--- src/inc/ddr_host_pkg.sv ---
// constants, register map and types for the dram pin-level host controller
// assumes one ahb-lite master and one x8 dram on the pins
package ddr_host_pkg;
   // own register map, byte addresses
   localparam logic [7:0] CTRL_OFS = 8'h00;
   localparam logic [7:0] ADDR_OFS = 8'h04;
   localparam logic [7:0] CMD_OFS  = 8'h08;
   localparam logic [7:0] STAT_OFS = 8'h0C;
   localparam logic [7:0] WLO_OFS  = 8'h10;
   localparam logic [7:0] WHI_OFS  = 8'h14;
   localparam logic [7:0] RLO_OFS  = 8'h18;
   localparam logic [7:0] RHI_OFS  = 8'h1C;
   localparam logic [7:0] MASK_OFS = 8'h20;
   // control bits
   localparam int CTRL_RST_BIT = 0;
   localparam int CTRL_CKE_BIT = 1;
   localparam int CTRL_ODT_BIT = 2;
   localparam int CTRL_OTF_BIT = 3;
   localparam logic [3:0] CTRL_RESET = 4'h0;
   // address register fields
   localparam int ADDR_BA_POS  = 16;
   localparam int ADDR_A12_POS = 12;
   // status bits
   localparam int STAT_ERR_BIT = 2;
   // burst lengths in beats
   localparam logic [3:0] BEATS_FULL = 4'h8;
   localparam logic [3:0] BEATS_CHOP = 4'h4;
   // link clock from the bus clock
   localparam int HCLK_NS      = 50;
   localparam int CK_PERIOD_NS = 400;
   localparam int CK_HALF_CYC  = CK_PERIOD_NS / (2 * HCLK_NS);
   // {cs_n, ras_n, cas_n, we_n}
   localparam logic [3:0] PINS_DESEL = 4'hF;
   localparam logic [3:0] PINS_NOP   = 4'h7;
   localparam logic [3:0] PINS_ACT   = 4'h3;
   localparam logic [3:0] PINS_RD    = 4'h5;
   localparam logic [3:0] PINS_WR    = 4'h4;
   localparam logic [3:0] PINS_PRE   = 4'h2;
   localparam logic [3:0] PINS_MRS   = 4'h0;
   localparam logic [3:0] PINS_REF   = 4'h1;
   typedef enum logic [2:0] {C_NOP, C_ACT, C_RD, C_WR, C_PRE, C_MRS, C_REF} cmd_type;
   typedef enum {S_IDLE, S_HOLD, S_WR, S_RD} state_type;
endpackage

--- src/rtl/ddr_host_ctrl.sv ---
// host-side controller driving a dram over its command, address and data pins
// assumes an ahb-lite master for the own registers and an x8 dram on the pins
//
// Design decisions made here: the address map and the AHB-Lite interface to the registers.
module ddr_host_ctrl #(
   parameter int CK_HALF = ddr_host_pkg::CK_HALF_CYC
) (
   // clock and reset
   input  wire logic        hclk,
   input  wire logic        hresetn,
   // ahb-lite slave
   input  wire logic        hsel,
   input  wire logic [31:0] haddr,
   input  wire logic [1:0]  htrans,
   input  wire logic        hwrite,
   input  wire logic [2:0]  hsize,
   input  wire logic [31:0] hwdata,
   input  wire logic        hready,
   output logic      [31:0] hrdata,
   output logic             hreadyout,
   output logic             hresp,
   // dram clock, reset and control
   output logic             ck_o,
   output logic             ck_n_o,
   output logic             mem_reset_n,
   output logic             cke,
   output logic             odt,
   output logic             cs_n,
   output logic             ras_n,
   output logic             cas_n,
   output logic             we_n,
   output logic      [15:0] addr,
   output logic      [2:0]  ba,
   output logic             dm,
   // dram data, enables active low
   input  wire logic [7:0]  dq_i,
   output logic      [7:0]  dq_o,
   output logic             dq_oe_n,
   input  wire logic        dqs_i,
   output logic             dqs_o,
   output logic             dqs_n_o,
   output logic             dqs_oe_n
);
   logic [7:0]  cnt_reg, cnt_next;
   logic        ck_reg, ck_next;
   ddr_host_pkg::state_type st_reg, st_next;
   ddr_host_pkg::cmd_type   cmd_reg, cmd_next;
   logic        pend_reg, pend_next;
   logic [3:0]  pins_reg, pins_next;
   logic [15:0] a_reg, a_next;
   logic [2:0]  ba_reg, ba_next;
   logic [7:0]  dq_reg, dq_next;
   logic        dqoe_reg, dqoe_next;
   logic        dqs_reg, dqs_next;
   logic        dqsoe_reg, dqsoe_next;
   logic        dm_reg, dm_next;
   logic [2:0]  beat_reg, beat_next;
   logic [3:0]  nb_reg, nb_next;
   logic [63:0] rdat_reg, rdat_next;
   logic [63:0] wdat_reg, wdat_next;
   logic [7:0]  mask_reg, mask_next;
   logic        done_reg, done_next;
   logic        err_reg, err_next;
   logic [3:0]  ctrl_reg, ctrl_next;
   logic [18:0] areg_reg, areg_next;
   logic [7:0]  pha_reg, pha_next;
   logic        phw_reg, phw_next;
   logic [31:0] hrd_reg, hrd_next;
   logic        dqs_s1, dqs_s2, dqs_s3, dedge_d;
   logic [7:0]  dq_s1, dq_s2;
   logic        edge_t, fall, mid, busy;
   logic [2:0]  binc;

   function automatic logic [3:0] enc(input ddr_host_pkg::cmd_type c);
      case (c)
         ddr_host_pkg::C_ACT: enc = ddr_host_pkg::PINS_ACT;
         ddr_host_pkg::C_RD:  enc = ddr_host_pkg::PINS_RD;
         ddr_host_pkg::C_WR:  enc = ddr_host_pkg::PINS_WR;
         ddr_host_pkg::C_PRE: enc = ddr_host_pkg::PINS_PRE;
         ddr_host_pkg::C_MRS: enc = ddr_host_pkg::PINS_MRS;
         ddr_host_pkg::C_REF: enc = ddr_host_pkg::PINS_REF;
         default:             enc = ddr_host_pkg::PINS_NOP;
      endcase
   endfunction

   assign edge_t = cnt_reg == 8'(CK_HALF - 1);
   assign fall   = edge_t && ck_reg;
   assign mid    = cnt_reg == 8'(CK_HALF / 2 - 1);
   assign busy   = (st_reg != ddr_host_pkg::S_IDLE) || pend_reg;
   assign binc   = beat_reg + 3'h1;

   always_comb begin
      cnt_next   = edge_t ? 8'h00 : cnt_reg + 8'h01;
      ck_next    = edge_t ? ~ck_reg : ck_reg;
      st_next    = st_reg;
      cmd_next   = cmd_reg;
      pend_next  = pend_reg;
      pins_next  = pins_reg;
      a_next     = a_reg;
      ba_next    = ba_reg;
      dq_next    = dq_reg;
      dqoe_next  = dqoe_reg;
      dqs_next   = dqs_reg;
      dqsoe_next = dqsoe_reg;
      dm_next    = dm_reg;
      beat_next  = beat_reg;
      nb_next    = nb_reg;
      rdat_next  = rdat_reg;
      wdat_next  = wdat_reg;
      mask_next  = mask_reg;
      done_next  = done_reg;
      err_next   = err_reg;
      ctrl_next  = ctrl_reg;
      areg_next  = areg_reg;
      pha_next   = pha_reg;
      phw_next   = 1'b0;
      hrd_next   = hrd_reg;
      // address phase; read data prepared here so it leaves a flop
      if (hsel && htrans[1] && hready) begin
         pha_next = haddr[7:0];
         phw_next = hwrite;
         case (haddr[7:0])
            ddr_host_pkg::CTRL_OFS: hrd_next = {28'h0000000, ctrl_reg};
            ddr_host_pkg::ADDR_OFS: hrd_next = {13'h0000, areg_reg};
            ddr_host_pkg::STAT_OFS: hrd_next = {29'h00000000, err_reg, done_reg, busy};
            ddr_host_pkg::WLO_OFS:  hrd_next = wdat_reg[31:0];
            ddr_host_pkg::WHI_OFS:  hrd_next = wdat_reg[63:32];
            ddr_host_pkg::RLO_OFS:  hrd_next = rdat_reg[31:0];
            ddr_host_pkg::RHI_OFS:  hrd_next = rdat_reg[63:32];
            ddr_host_pkg::MASK_OFS: hrd_next = {24'h000000, mask_reg};
            default:                hrd_next = 32'h00000000;
         endcase
      end
      // write data phase
      if (phw_reg) begin
         case (pha_reg)
            ddr_host_pkg::CTRL_OFS: ctrl_next = hwdata[3:0];
            ddr_host_pkg::ADDR_OFS: areg_next = hwdata[18:0];
            ddr_host_pkg::WLO_OFS:  wdat_next[31:0] = hwdata;
            ddr_host_pkg::WHI_OFS:  wdat_next[63:32] = hwdata;
            ddr_host_pkg::MASK_OFS: mask_next = hwdata[7:0];
            ddr_host_pkg::STAT_OFS: if (hwdata[ddr_host_pkg::STAT_ERR_BIT]) err_next = 1'b0;
            ddr_host_pkg::CMD_OFS: begin
               // a command while one is in flight is dropped and flagged
               if (busy) begin
                  err_next = 1'b1;
               end else begin
                  cmd_next  = ddr_host_pkg::cmd_type'(hwdata[2:0]);
                  pend_next = 1'b1;
                  done_next = 1'b0;
               end
            end
            default: ;
         endcase
      end
      case (st_reg)
         ddr_host_pkg::S_IDLE: begin
            // launch on the falling clock so pins settle before the rise
            if (pend_reg && fall) begin
               pins_next = enc(cmd_reg);
               a_next    = areg_reg[15:0];
               ba_next   = areg_reg[18:16];
               pend_next = 1'b0;
               nb_next   = (ctrl_reg[ddr_host_pkg::CTRL_OTF_BIT] && !areg_reg[ddr_host_pkg::ADDR_A12_POS])
                           ? ddr_host_pkg::BEATS_CHOP : ddr_host_pkg::BEATS_FULL;
               st_next   = ddr_host_pkg::S_HOLD;
            end
         end
         ddr_host_pkg::S_HOLD: begin
            if (fall) begin
               pins_next = ddr_host_pkg::PINS_DESEL;
               beat_next = 3'h0;
               if (cmd_reg == ddr_host_pkg::C_WR) begin
                  st_next    = ddr_host_pkg::S_WR;
                  dq_next    = wdat_reg[7:0];
                  dm_next    = mask_reg[0];
                  dqoe_next  = 1'b0;
                  dqs_next   = 1'b0;
                  dqsoe_next = 1'b0;
               end else if (cmd_reg == ddr_host_pkg::C_RD) begin
                  st_next = ddr_host_pkg::S_RD;
               end else begin
                  st_next   = ddr_host_pkg::S_IDLE;
                  done_next = 1'b1;
               end
            end
         end
         ddr_host_pkg::S_WR: begin
            // strobe toggles mid-beat, data changes on clock edges
            if (mid) dqs_next = ~dqs_reg;
            if (edge_t) begin
               if ({1'b0, beat_reg} == nb_reg - 4'h1) begin
                  st_next    = ddr_host_pkg::S_IDLE;
                  dqoe_next  = 1'b1;
                  dqsoe_next = 1'b1;
                  dm_next    = 1'b0;
                  done_next  = 1'b1;
               end else begin
                  beat_next = binc;
                  dq_next   = wdat_reg[{binc, 3'b000} +: 8];
                  dm_next   = mask_reg[binc];
               end
            end
         end
         ddr_host_pkg::S_RD: begin
            // sample one cycle after the synced strobe edge, away from the data change
            if (dedge_d) begin
               rdat_next[{beat_reg, 3'b000} +: 8] = dq_s2;
               if ({1'b0, beat_reg} == nb_reg - 4'h1) begin
                  st_next   = ddr_host_pkg::S_IDLE;
                  done_next = 1'b1;
               end else begin
                  beat_next = binc;
               end
            end
         end
         default: st_next = ddr_host_pkg::S_IDLE;
      endcase
   end

   always_ff @(posedge hclk or negedge hresetn) begin
      if (!hresetn) begin
         cnt_reg   <= 8'h00;
         ck_reg    <= 1'b0;
         st_reg    <= ddr_host_pkg::S_IDLE;
         cmd_reg   <= ddr_host_pkg::C_NOP;
         pend_reg  <= 1'b0;
         pins_reg  <= ddr_host_pkg::PINS_DESEL;
         a_reg     <= 16'h0000;
         ba_reg    <= 3'h0;
         dq_reg    <= 8'h00;
         dqoe_reg  <= 1'b1;
         dqs_reg   <= 1'b0;
         dqsoe_reg <= 1'b1;
         dm_reg    <= 1'b0;
         beat_reg  <= 3'h0;
         nb_reg    <= ddr_host_pkg::BEATS_FULL;
         rdat_reg  <= 64'h0000000000000000;
         wdat_reg  <= 64'h0000000000000000;
         mask_reg  <= 8'h00;
         done_reg  <= 1'b0;
         err_reg   <= 1'b0;
         ctrl_reg  <= ddr_host_pkg::CTRL_RESET;
         areg_reg  <= 19'h00000;
         pha_reg   <= 8'h00;
         phw_reg   <= 1'b0;
         hrd_reg   <= 32'h00000000;
         dqs_s1    <= 1'b0;
         dqs_s2    <= 1'b0;
         dqs_s3    <= 1'b0;
         dedge_d   <= 1'b0;
         dq_s1     <= 8'h00;
         dq_s2     <= 8'h00;
      end else begin
         cnt_reg   <= cnt_next;
         ck_reg    <= ck_next;
         st_reg    <= st_next;
         cmd_reg   <= cmd_next;
         pend_reg  <= pend_next;
         pins_reg  <= pins_next;
         a_reg     <= a_next;
         ba_reg    <= ba_next;
         dq_reg    <= dq_next;
         dqoe_reg  <= dqoe_next;
         dqs_reg   <= dqs_next;
         dqsoe_reg <= dqsoe_next;
         dm_reg    <= dm_next;
         beat_reg  <= beat_next;
         nb_reg    <= nb_next;
         rdat_reg  <= rdat_next;
         wdat_reg  <= wdat_next;
         mask_reg  <= mask_next;
         done_reg  <= done_next;
         err_reg   <= err_next;
         ctrl_reg  <= ctrl_next;
         areg_reg  <= areg_next;
         pha_reg   <= pha_next;
         phw_reg   <= phw_next;
         hrd_reg   <= hrd_next;
         dqs_s1    <= dqs_i;
         dqs_s2    <= dqs_s1;
         dqs_s3    <= dqs_s2;
         dedge_d   <= dqs_s2 ^ dqs_s3;
         dq_s1     <= dq_i;
         dq_s2     <= dq_s1;
      end
   end

   assign hrdata      = hrd_reg;
   assign hreadyout   = 1'b1;
   assign hresp       = 1'b0;
   assign ck_o        = ck_reg;
   assign ck_n_o      = ~ck_reg;
   assign mem_reset_n = ctrl_reg[ddr_host_pkg::CTRL_RST_BIT];
   assign cke         = ctrl_reg[ddr_host_pkg::CTRL_CKE_BIT];
   assign odt         = ctrl_reg[ddr_host_pkg::CTRL_ODT_BIT];
   assign {cs_n, ras_n, cas_n, we_n} = pins_reg;
   assign addr        = a_reg;
   assign ba          = ba_reg;
   assign dm          = dm_reg;
   assign dq_o        = dq_reg;
   assign dq_oe_n     = dqoe_reg;
   assign dqs_o       = dqs_reg;
   assign dqs_n_o     = ~dqs_reg;
   assign dqs_oe_n    = dqsoe_reg;
endmodule

--- config.mk ---
export PLATFORM = sky130hd
export DESIGN_NAME = ddr_host_ctrl
export DESIGN_NICKNAME = d
export VERILOG_FILES = /design/src/inc/ddr_host_pkg.sv /design/src/rtl/ddr_host_ctrl.sv
export SDC_FILE = /design/constraint.sdc
export NUM_CORES = 1
export LEC_CHECK = 0
export BUFFER_PORTS_ARGS = -buffer_cell sky130_fd_sc_hd__buf_2
export CORE_ASPECT_RATIO = 0.5
export CORE_MARGIN = 2
export CORE_UTILIZATION = 50
export DETAILED_ROUTE_END_ITERATION = 8
export PLACE_DENSITY = 0.7
export RECOVER_POWER = 100
export SLEW_MARGIN = 20
export SYNTH_ARGS = -nofsm -noshare
export SYNTH_HDL_FRONTEND = slang
export SYNTH_SLANG_ARGS = --single-unit
--- constraint.sdc ---
create_clock -name hclk -period 3.85 [get_ports hclk]
set_input_delay 0.1925 -clock hclk [delete_from_list [all_inputs] [get_ports hclk]]
set_output_delay 0.1925 -clock hclk [all_outputs]
set_load 0.02 [all_outputs]
# Word level (Yosys, flattened, before mapping)
# Cells that the tools add are included.
# classes
n_addsub,4
n_eq_ne,35
bitwise,4
n_lt_le_gt_ge,1
shift,3
muxes,59
n_reduce_logical,31
# op_table
op,count
32-bit one-hot mux with 8 select lines,1
32-bit two-way mux,5
32-bit one-hot mux with 4 select lines,1
64-bit bitwise mux,1
"32-bit by 2-bit == test with 1-bit output, second input constant",2
"8-bit by 8-bit variable shift with 64-bit output, first input constant",1
64-bit by 7-bit variable part select with 8-bit output,1
8-bit by 8-bit variable part select with 64-bit output,1
"8-bit by 5-bit == test with 1-bit output, second input constant",6
8-bit two-way mux,5
"32-bit by 1-bit == test with 1-bit output, second input constant",1
32-bit zero test,1
32-bit nonzero test,1
1-bit two-way mux,27
"8-bit by 4-bit == test with 1-bit output, second input constant",3
"2-bit inequality test, second input constant",10
4-bit AND reduction,5
3-bit one-hot mux with 6 select lines,1
"8-bit by 3-bit == test with 1-bit output, second input constant",2
"8-bit by 6-bit == test with 1-bit output, second input constant",2
8-bit zero test,2
8-bit one-hot mux with 2 select lines,1
2-bit AND reduction,7
3-bit two-way mux,4
27 further kinds,46
# totals
output_inout_bits,75
input_bits,83
register_bits,308
elab_cells,168

# Longest topological paths before layout
# Gate-level depths: netlist of run 1.
# depth
word_depth,9
depth_mapped,9
ltp_nobuf,7

# Worst setup path after synthesis of run 1
# No wires, ideal clock.
# synth_path
kind,register -> register
from,reg beat_reg[0]
to,reg rdat_reg[10]
required_ps,3725
period_less_slack_ps,2748
path_stages_with_launch,9
setup_time_ps,125
n_path_buf,2
arrival_time_ps,2624
path_slack_ps,1102
path_cell_list,dfrtp_1 > clkbuf_1 > clkinv_1 > ha_1 > ha_1 > nor2b_1 > and3_1 > clkbuf_1 > mux2_2
# synth_via
elab_chain_cells,3
elab_cells_between_ends,4
classes_between,add/sub (1); shift (2); mux (1)
# synth_lines
element,line_no,rtl
from (decl),ddr_host_ctrl.sv:57,"logic [2:0] beat_reg, beat_next;"
from (signal assigned),ddr_host_ctrl.sv:268,beat_reg <= beat_next;
6-bit negation with 8-bit output (*),ddr_host_ctrl.sv:208,"rdat_next[{beat_reg, 3'b000} +: 8] = dq_s2;"
8-bit by 8-bit variable part select with 64-bit output / 8-bit by 8-bit variable shift with 64-bit output (equally long branches),ddr_host_ctrl.sv:208,
64-bit bitwise mux (*),ddr_host_ctrl.sv:208,
to (signal assigned),ddr_host_ctrl.sv:270,rdat_reg <= rdat_next;
to (decl),ddr_host_ctrl.sv:59,"logic [63:0] rdat_reg, rdat_next;"
# Every way passes the cells marked *; elsewhere a longest branch is shown, timed or not.
# A chain may end at the register's enable or synchronous reset.

# Worst setup path in the final report of run 1
# layout_path
from,reg cnt_reg[4]
to,reg ba_reg[0] (netlist: ba[0])
# layout_via
elab_chain_cells,4
# layout_lines
element,line_no,rtl
from (decl),ddr_host_ctrl.sv:44,"logic [7:0] cnt_reg, cnt_next;"
from (signal assigned),ddr_host_ctrl.sv:255,cnt_reg <= cnt_next;
8-bit by 2-bit == test with 1-bit output,ddr_host_ctrl.sv:86,assign edge_t = cnt_reg == 8'(CK_HALF - 1);
1-bit logical AND,ddr_host_ctrl.sv:87,assign fall = edge_t && ck_reg;
1-bit logical AND,ddr_host_ctrl.sv:159,if (pend_reg && fall) begin
2-bit AND reduction (no source line),-,
to (signal assigned),ddr_host_ctrl.sv:262,ba_reg <= ba_next;
to (decl),ddr_host_ctrl.sv:51,"logic [2:0] ba_reg, ba_next;"
# No other way between the ends.

==> key figures, run 1 <==
Status
  – Status: finished, violations left
  – Failing checks: capacitance limit, slew limit

Global routing
  – Grt ovf: 0
  – Met3 usage: 7.07%
  – Met1 Use GR: between 40% and 50%
  – Global-route wire length before repair: 52900 um
  – GRT busiest layer: met1
  – Antenna violations before repair: 0
  – Largest net degree at the start of global routing: 104
  – GRT met2 Usage: 40.0%
  – Vias in the first global route: between 8000 and 9000
  – Overall Global Routing Usage: 26.9%

Synthesis
  – Mapped Cells: 1001
  – Syn Nets: 1092
  – #FFs+latches synth: 276
  – Post-synth EDFFs: 0
  – Main flop type after synthesis: dfrtp_1
  – Area leader, netlist: dfrtp_1
  – Top-area cell type share of the netlist area: 54.1%
  – Distinct cells, synth: between 50 and 60
  – YS warnings: 0
  – Avg Cell Area, Syn: 12.5 um^2
  – Sequential share of the synthesized area: 55.4%
  – Post-synth ARST share: 100%
  – Synth area leaders: dfrtp_1 (54%), mux2_2 (13%), mux4_2 (5.8%)
  – Syn Std Cell Area: between 0.01 and 0.015 mm^2

Floorplanning
  – Die area: 0.0263 mm^2
  – DIE HEIGHT: 116 um
  – IO Count: approximately 160
  – Initial Utilization: approximately half
  – Die Wd: 227 um
  – # rows: 40
  – Core ar.: 0.0243 mm^2

Clock network
  – Post-CTS Resized: 0
  – Clock tree from TritonCTS: built
  – H-tree depth reported by CTS: 1
  – Worst-Skew Late Latency: 0.54 ns
  – CTS root buf: clkbuf_16
  – Clk sinks: 276
  – Clk slew on worst S/H paths: 0.07 ns
  – Cts bufs inserted: 25
  – Max clock buf depth: 3

Final layout
  – Layout area overhead: 16.4%
  – Commonest non-fill, non-tap cells in the layout: dfrtp_1 (270), mux2_2 (148), nand2_1 (96)
  – Commonest non-fill, non-tap cell in the layout: dfrtp_1
  – Share of layout cells above drive strength 1: 25.2%
  – Total Nets Final: 1240

Detailed routing
  – Number of remaining DRC errors: 0
  – Routed Antenna Nets: 0
  – Final wirelength: 34400 um
  – 1st-iter DRT viols: 993
  – Drt pass-1 iters: 8
  – DR WL/cell: ~23 um
  – Overall via count from detail_route: 9024
  – Vias/cell: 6.00

Critical path
  – Crit path max fanout: 20
  – Crit path DAT: between 3 and 4 ns
  – Worst EP required: 4.26 ns
  – CP Capture Type: register
  – WS Path Type: reg -> reg
  – Startpoint Class: register

STA
  – Clk_skew: 0.0116 ns
  – Final Hold Vio Count: 0
  – Max Clock Freq: 312 MHz
  – Fin crit share: 83.3%
  – Slew Limit Fails: 219
  – Setup TNS: 0 ns
  – Actual slew at the worst max-slew pin: 2.58 ns
  – Endpoints failing setup: 0
  – Slew headroom: -71.8%
  – RSZ-0062 raised after global routing: false
  – Tmin final: 3.21 ns

Pwr
  – Power, Total: between 6 and 7 mW
  – Pwr Density: around 430 mW/mm^2
  – Leakage: 6.23 nW
  – Worst VDD drop: 0.298 mV

Placed design
  – Port Buf Inserts: approximately 130
  – DP HPWL: 24200 um
  – Final GP Congestion: 0.891

Min path
  – Worst Hold Class: in -> reg

Flow run
  – Max cap viols: 5
-- cell families after synthesis --
family	share of synthesized area [%]
AO/OA/AOI/OAI	8.43
XOR/XNOR	0.702
adder cells (fa/ha/maj)	0.802
buffers and inverters	2.78
flip-flops	55.4
multiplexers	22.6
other	0.0602
AND/OR/NAND/NOR	9.23
-- critical path, cell delays in order, from the launching register on --
cell,delay [ns]
dfrtp_1,0.41
or4_1,0.61
or4b_1,0.87
nor3_4,0.43
buf_4,0.37
mux2_2,0.38
-- layer usage --
layer  up-vias  routed length [um]
li1       3963                   -
met1      4648               15600
met2       370               15300
met3        43                2970
met4         0                 569
met5         -                   0
-- metrics by stage --
step / area, um^2 / instances / utilization [%] / setup slack, ns / hold slack (ns)
final: 14500 / 1505 / 59.9 / 0.642 / 0.0157
after global routing: 14500 / 1503 / 59.9 / 0.455 / 0.00907
after CTS: 14700 / 1503 / 60.4 / 0.941 / 0.00227
after detailed placement: 13400 / 1419 / 55.4 / 0.950 / 0.302
after global placement: 13400 / 1419 / 55.4 / 0.994 / 0.286
after floorplan: 12500 / 1001 / - / 1.10 / -0.103
-- cell usage after synthesis, types with 5 or more instances --
cell type / number
nand3b_1: 5
mux2_2: 149
nor4_1: 8
clkbuf_1: 52
mux4_2: 32
ha_1: 8
nor3_1: 19
dfrtp_1: 270
mux2i_1: 40
a2bb2oi_1: 9
nor2_1: 28
a211oi_1: 10
o22ai_1: 9
a22oi_1: 14
dfstp_2: 6
xnor2_1: 7
a22o_1: 15
o2111ai_1: 8
nand2_1: 96
nand3_1: 43
o21ai_0: 67
nand4_1: 6
inv_1: 21
nand2b_1: 5
a21oi_1: 13
and3_1: 6
-- layout make-up --
type                            instances  area (um^2)
Multi-Input combinational cell        642         5220
Clock inverter                          8          115
Inverter                               22         82.6
Fill cell                            1985         9740
Sequential cell                       276         6910
Tap cell                              336          420
Antenna cell                            2         5.00
Clock buffer                           37          721
Timing Repair Buffer                  182         1050
-- power breakdown --
part | total, mW | switching, mW | internal [mW]
registers | 3.18 | 0.139 | 3.04
clock network | 2.59 | 1.10 | 1.49
logic | 0.517 | 0.289 | 0.228
total | 6.29 | 1.52 | 4.76
-- path summary, 6_finish.rpt --
path / to / depth (start not counted) / slack (ns) / from
setup / recovery: ba[0] / 5 / 0.64 / cnt_reg[4]
hold / removal: mask_reg[3] / 2 / 0.02 / hwdata[3]
setup reg to reg: ba[0] / 5 / 0.64 / cnt_reg[4]
hold reg to reg: dqs_s2 / 0 / 0.35 / dqs_s1
max in group asynchronous: addr[6] / 3 / 1.05 / hresetn
min in group asynchronous: hrdata[28] / 2 / 1.01 / hresetn
-- what timing repair did --
action	in CTS	in global routing
buffers inserted	0	0
hold endpoints to repair	169	0
hold buffers	39	0
Power figures use the tool's default switching activity.
==> run 2: changes to the inputs <==
==> constraint.sdc (replaced) <==
create_clock -name hclk -period 3.1 [get_ports hclk]
set_input_delay 0.155 -clock hclk [delete_from_list [all_inputs] [get_ports hclk]]
set_output_delay 0.155 -clock hclk [all_outputs]
set_load 0.02 [all_outputs]
==> key figures, run 2 (synthesis gave the netlist of run 1 again) <==
Critical path
  – Reg2Reg Setup Slack: 0.30 ns (-0.34 ns)
  – CP Launch Point: cnt_reg[4]
  – CP Capture Type: register
  – R2R cell count: 5 (unchanged)
  – CP endpoint: ba[1]
  – Worst EP required: 3.51 ns (-0.75 ns)
  – RR Startpoint: cnt_reg[4]
  – Startpoint Class: register
  – WS Path Type: reg -> reg
  – R2R Path End: ba[1]
  – Crit path DAT: 3.21 ns (-0.41 ns)
  – Crit path max fanout: 20 (unchanged)

STA
  – Max Clock Freq: 357 MHz (+15%)
  – Actual slew at the worst max-slew pin: 2.13 ns (-0.449 ns)
  – Fin crit share: 90.3% (+7.0 points)
  – RSZ-0062 raised after global routing: false
  – Slew headroom: -41.9% (+30 points)
  – PnR worst setup slack: 0.300 ns (-0.342 ns)
  – Setup TNS: 0 ns (unchanged)
  – Clk_skew: 0.0163 ns (+0.00475 ns)
  – Endpoints failing setup: 0 (unchanged)
  – Tmin final: 2.80 ns (-0.408 ns)
  – Final Hold Vio Count: 0 (unchanged)
  – Slew Limit Fails: 84 (-62%)

Global routing
  – Antenna violations before repair: 2 (+2)
  – Largest net degree at the start of global routing: 85 (-18%)
  – GRT met2 Usage: 40.0% (-0.061 points)
  – Vias in the first global route: 8895 (-0.83%)
  – Met1 Use GR: 40.9% (+0.73 points)
  – GRT busiest layer: met1
  – Overall Global Routing Usage: 27.1% (+0.15 points)
  – Met3 usage: 6.52% (-0.56 points)
  – Grt ovf: 0 (unchanged)
  – Global-route wire length before repair: 53100 um (+0.33%)

Clock network
  – CTS root buf: clkbuf_16
  – Cts bufs inserted: 25 (unchanged)
  – Worst-Skew Late Latency: 0.54 ns (about the same)
  – Max clock buf depth: 3 (unchanged)
  – H-tree depth reported by CTS: 1 (unchanged)
  – Clk slew on worst S/H paths: 0.07 ns (about the same)
  – Clock tree from TritonCTS: built
  – Postcts setup bufs: 0 (unchanged)
  – Clk sinks: 276 (unchanged)
  – Post-CTS Resized: 0 (unchanged)

Final layout
  – Register Area: 0.00691 mm^2 (unchanged)
  – Layout fillers: 1975 (-0.50%)
  – Fin util: 60.3% (+0.43 points)
  – Total Nets Final: 1258 (+1.5%)
  – Footprint of the multi-input gates: 0.00522 mm^2 (about the same)
  – Commonest non-fill, non-tap cells in the layout: dfrtp_1 (270), mux2_2 (148), nand2_1 (96)
  – Share of layout cells above drive strength 1: 25.6% (+0.40 points)
  – Layout area overhead: 17.3%
  – Commonest non-fill, non-tap cell in the layout: dfrtp_1

Min path
  – Hold path startpoint: hwdata[3]
  – Worst Hold Class: in -> reg

Floorplanning
  – Die area: 0.0263 mm^2 (unchanged)
  – DIE HEIGHT: 116 um (unchanged)
  – Core ar.: 0.0243 mm^2 (unchanged)
  – # rows: 40 (unchanged)
  – Initial Utilization: 51.4% (unchanged)
  – IO Count: 158 (unchanged)
  – Die Wd: 227 um (unchanged)

Pwr
  – Worst VDD drop: 0.453 mV (+52%)
  – Power, Total: 7.67 mW (+22%)
  – Pwr Density: 524 mW/mm^2 (+21%)
  – Leakage: 6.29 nW (+0.89%)

Status
  – Status: finished, violations left
  – Failing checks: capacitance limit, slew limit

Detailed routing
  – Routed Antenna Nets: 0 (unchanged)
  – Vias/cell: 5.99 (about the same)
  – Number of remaining DRC errors: 0 (unchanged)
  – Final wirelength: 34700 um (+0.78%)
  – DR WL/cell: 22.8 um (-0.28%)
  – Overall via count from detail_route: 9114 (+1.0%)
  – Drt pass-1 iters: 5 (-3)
  – 1st-iter DRT viols: 964 (-2.9%)

Placed design
  – Final GP Congestion: 0.919 (+3.1%)
  – Pre-CTS setup slack: 0.367 ns (-0.583 ns)
  – Port Buf Inserts: 127 (unchanged)
  – DP HPWL: 24500 um (+1.2%)

Flow run
  – Max cap viols: 1 (-4)
-- run 2: changes by cell type in the layout (fill, tap and decap cells not counted), moves of 2 or more --
cell / previous run / this run
clkbuf_2: 1 / 8
dlygate4sd3_1: 39 / 46
buf_4: 11 / 13
bufinv_16: 3 / 1
clkbuf_8: 5 / 7
clkinv_2: 5 / 3
clkinvlp_4: 0 / 2
-- run 2: per-layer routing --
metal | wire length, um | share of wire [%] | vias to the layer above
met5 | 0 | 0 | -
met4 | 721 | 2.1 | 0
met3 | 3000 | 8.7 | 55
met1 | 15800 | 45 | 4668
li1 | - | - | 3997
met2 | 15200 | 44 | 394
-- run 2: what timing repair did --
action                                  CTS  global route
endpoints found under the setup margin    0             0
hold buffers                             46             0
hold endpoints to repair                176             0
-- run 2: worst max-delay path: stages, from the launching register on --
cell and delay [ns]:
dfrtp_1 0.42, or4_1 0.62, or4b_4 0.69, nor3_4 0.22
buf_4 0.34, mux2_2 0.38
-- run 2: area by class of cell --
type	instances	area share, %
Antenna cell	1	0.0171
Clock buffer	38	5.09
Clock inverter	6	0.410
Inverter	22	0.564
Multi-Input combinational cell	642	35.7
Sequential cell	276	47.2
Tap cell	336	2.87
Timing Repair Buffer	200	8.16
-- run 2: power by group --
group	total (mW)	internal, mW	switching [mW]
Sequential	3.95	3.77	0.175
Combinational	0.656	0.293	0.362
Clock	3.07	1.73	1.34
Total	7.67	5.80	1.87
-- run 2: worst min path at each step --
stage | to | cells after the start | slack [ns]
final | wdat_reg[3] | 2 | 0.04
after global routing | mask_reg[3] | 2 | 0.01
after CTS | mask_reg[3] | 2 | 0.004
after detailed placement | hrdata[24] | 1 | 0.19
after global placement | hrdata[24] | 1 | 0.18
after floorplan | addr[0] | 0 | -0.14
-- run 2: metrics by stage --
step	instances	hold slack, ns	area [um^2]
floorplan	1001	-0.141	12500
global placement	1430	0.179	13500
detailed placement	1430	0.193	13500
CTS	1520	0.00445	14800
global route	1520	0.0124	14600
finish	1521	0.0421	14600
==> run 3: changes to the inputs <==
--- a/config.mk
+++ b/config.mk
@@ -5,6 +5,7 @@
 export SDC_FILE = /design/constraint.sdc
 export NUM_CORES = 1
 export LEC_CHECK = 0
+export ABC_AREA = 1
 export BUFFER_PORTS_ARGS = -buffer_cell sky130_fd_sc_hd__buf_2
 export CORE_ASPECT_RATIO = 0.5
 export CORE_MARGIN = 2
==> key figures, run 3 <==
Critical path
  – CP Capture Type: register
  – Worst EP required: 3.55 ns (+0.04 ns)
  – Startpoint Class: register
  – WS Path Type: reg -> reg
  – Crit path max fanout: 13 (-35%)
  – Crit path DAT: 3.01 ns (-0.20 ns)

Clock network
  – Clock tree from TritonCTS: built
  – Post-CTS Resized: 0 (unchanged)
  – Clk slew on worst S/H paths: 0.07 ns (about the same)
  – H-tree depth reported by CTS: 1 (unchanged)
  – Worst-Skew Late Latency: 0.55 ns (about the same)
  – Clk sinks: 276 (unchanged)
  – Postcts setup bufs: 0 (unchanged)
  – Cts hold-fix bufs: 47 (+2.2%)
  – CTS root buf: clkbuf_16
  – Cts bufs inserted: 25 (unchanged)
  – Max clock buf depth: 3 (unchanged)

Global routing
  – Vias in the first global route: 11000 (+24%)
  – Global-route wire length before repair: 61600 um (+16%)
  – Largest net degree at the start of global routing: 90 (+5.9%)
  – Antenna violations before repair: 1 (-1)
  – Overall Global Routing Usage: 29.1% (+2.0 points)
  – Grt ovf: 0 (unchanged)

Detailed routing
  – Drt pass-1 iters: 6 (+1)
  – 1st-iter DRT viols: 1348 (+40%)
  – Final wirelength: 38900 um (+12%)
  – Overall via count from detail_route: 11700 (+29%)
  – Routed Antenna Nets: 0 (unchanged)
  – Vias/cell: 5.41 (-9.7%)
  – Number of remaining DRC errors: 0 (unchanged)
  – DR WL/cell: 18.0 um (-21%)

STA
  – RSZ-0062 raised after global routing: false
  – Final Hold Vio Count: 0 (unchanged)
  – Clk_skew: 0.00938 ns (-0.00693 ns)
  – Actual slew at the worst max-slew pin: 2.48 ns (+0.350 ns)
  – Max Clock Freq: 390 MHz (+9.2%)
  – Endpoints failing setup: 0 (unchanged)
  – Setup TNS: 0 ns (unchanged)
  – Slew Limit Fails: 138 (+64%)
  – Tmin final: 2.56 ns (-0.235 ns)
  – Fin crit share: 82.7% (-7.6 points)
  – Slew headroom: -65.2% (-23 points)

Synthesis
  – Syn Nets: 1746 (+60%)
  – Post-synth EDFFs: 0 (unchanged)
  – Synth area leaders: dfrtp_1 (52%), nand2_1 (18%), o21ai_0 (7.7%)
  – Most frequent cells after synthesis: nand2_1 (605), dfrtp_1 (270), o21ai_0 (200)
  – Main flop type after synthesis: dfrtp_1
  – Sequential share of the synthesized area: 53.4% (-2.0 points)
  – Post-synth ARST share: 100% (unchanged)
  – YS warnings: 0 (unchanged)
  – Most numerous cell in the Yosys netlist: nand2_1
  – Mapped Cells: 1655 (+65%)
  – Syn Std Cell Area: 0.0129 mm^2 (+3.7%)
  – #FFs+latches synth: 276 (unchanged)
  – Area leader, netlist: dfrtp_1
  – Top-area cell type share of the netlist area: 52.2% (-1.9 points)
  – Avg Cell Area, Syn: 7.82 um^2 (-37%)
  – Distinct cells, synth: 36 (-38%)

Final layout
  – Antenna cells: 0 (-1)
  – Total Nets Final: 1895 (+51%)
  – Commonest non-fill, non-tap cells in the layout: nand2_1 (603), dfrtp_1 (270), o21ai_0 (207)
  – Layout fillers: 2338 (+18%)
  – Final Instance Area: 0.0151 mm^2 (+3.2%)
  – Layout area overhead: 16.7%
  – Share of layout cells above drive strength 1: 7.57% (-18 points)
  – Commonest non-fill, non-tap cell in the layout: nand2_1

Pwr
  – Clock power frac: 34.6% (-5.4 points)
  – Worst VDD drop: 0.416 mV (-8.3%)
  – Pwr Density: 641 mW/mm^2 (+22%)
  – Leakage: 7.96 nW (+27%)
  – Sequential group share of total power: 44.4% (-7.0 points)
  – Combinational Power Share: 21.0% (+12 points)
  – Net Sw Frac: 32.5% (+8.1 points)
  – P_int: 6.53 mW (+13%)
  – Psw: 3.15 mW (+68%)

Placed design
  – Port Buf Inserts: 127 (unchanged)
  – Final GP Congestion: 0.901 (-1.9%)
  – Area after DPL: 0.0139 mm^2 (+2.8%)
  – DP HPWL: 26800 um (+9.3%)

Floorplanning
  – Die area: 0.0273 mm^2 (+3.6%)
  – Initial Utilization: 51.2% (-0.25 points)
  – Core ar.: 0.0253 mm^2 (+4.2%)
  – # rows: 41 (+2.5%)
  – IO Count: 158 (unchanged)
  – DIE HEIGHT: 118 um (+1.8%)
  – Die Wd: 232 um (+1.8%)

Min path
  – Worst Hold Class: in -> reg

Status
  – Failing checks: capacitance limit, slew limit
  – Status: finished, violations left

Flow run
  – Max cap viols: 2 (+1)
-- run 3: area by class of cell --
class | instances | area (um^2) | area share [%]
clock inverters | 7 | 114 | 0.754
multi-input cells | 1147 | 5090 | 33.7
clock buffers | 38 | 764 | 5.06
repair buffers | 203 | 1230 | 8.12
well taps | 344 | 430 | 2.85
flip-flops and latches | 276 | 6910 | 45.8
inverters | 151 | 567 | 3.75
-- run 3: worst max-delay path, stage by stage, from the launching register on --
cell,delay [ns]
dfrtp_1,0.34
inv_1,0.06
ha_1,0.53
inv_1,0.30
clkbuf_1,0.33
nor2_1,0.57
nand2_1,0.14
o21ai_0,0.19
-- run 3: cell families (layout without fill, tap and decap cells) --
group           after synthesis  in the layout  share of synthesized area [%]
other cells                   2              2                         0.0580
xor+xnor                      8              8                          0.541
flops                       276            276                           53.4
simple gates                911            911                           29.4
fa+ha+maj                     8              8                          0.773
buf+inv                     232            399                           7.21
compound gates              218            218                           8.58
-- run 3: path summary, 6_finish.rpt --
path | startpoint | endpoint | slack [ns] | cells past startpoint
setup / recovery | beat_reg[1] | rdat_reg[54] | 0.54 | 7
hold / removal | hwdata[1] | mask_reg[1] | 0.02 | 3
setup reg to reg | beat_reg[1] | rdat_reg[54] | 0.54 | 7
hold reg to reg | dq_s1[0] | dq_s2[0] | 0.35 | 0
max in group asynchronous | hresetn | pha_reg[2] | 0.79 | 3
min in group asynchronous | hresetn | rdat_reg[19] | 0.85 | 2
-- run 3: power by group through the flow --
stage	Clock [mW]	Sequential [mW]	Combinational (mW)
3_3_place_gp	0	4.34	1.98
4_1_cts	3.37	4.28	2.07
3_5_place_dp	0	4.35	2.01
6_report	3.35	4.30	2.03
5_1_grt	3.53	4.34	2.28
2_1_floorplan	0	4.44	1.16
-- run 3: per-layer routing --
| metal | global-route usage [%] | wire (um) |
|---|---|---|
| met5 | 0 | 13 |
| met4 | 6.37 | 880 |
| met2 | 42.3 | 16300 |
| met3 | 7.36 | 4000 |
| met1 | 43.7 | 17800 |
-- run 3: metrics by stage --
step           hold WS [ns]  total power, mW  worst slack (ns)  instances  utilization [%]
4_1_cts             0.00794             9.72             0.698       2166             60.4
6_report             0.0247             9.68             0.536       2166             59.7
2_1_floorplan        -0.141             5.60             0.877       1655                -
3_5_place_dp          0.216             6.36             0.721       2074             55.0
5_1_grt              0.0300             10.1             0.248       2166             59.7
3_3_place_gp          0.229             6.32             0.781       2074             55.0
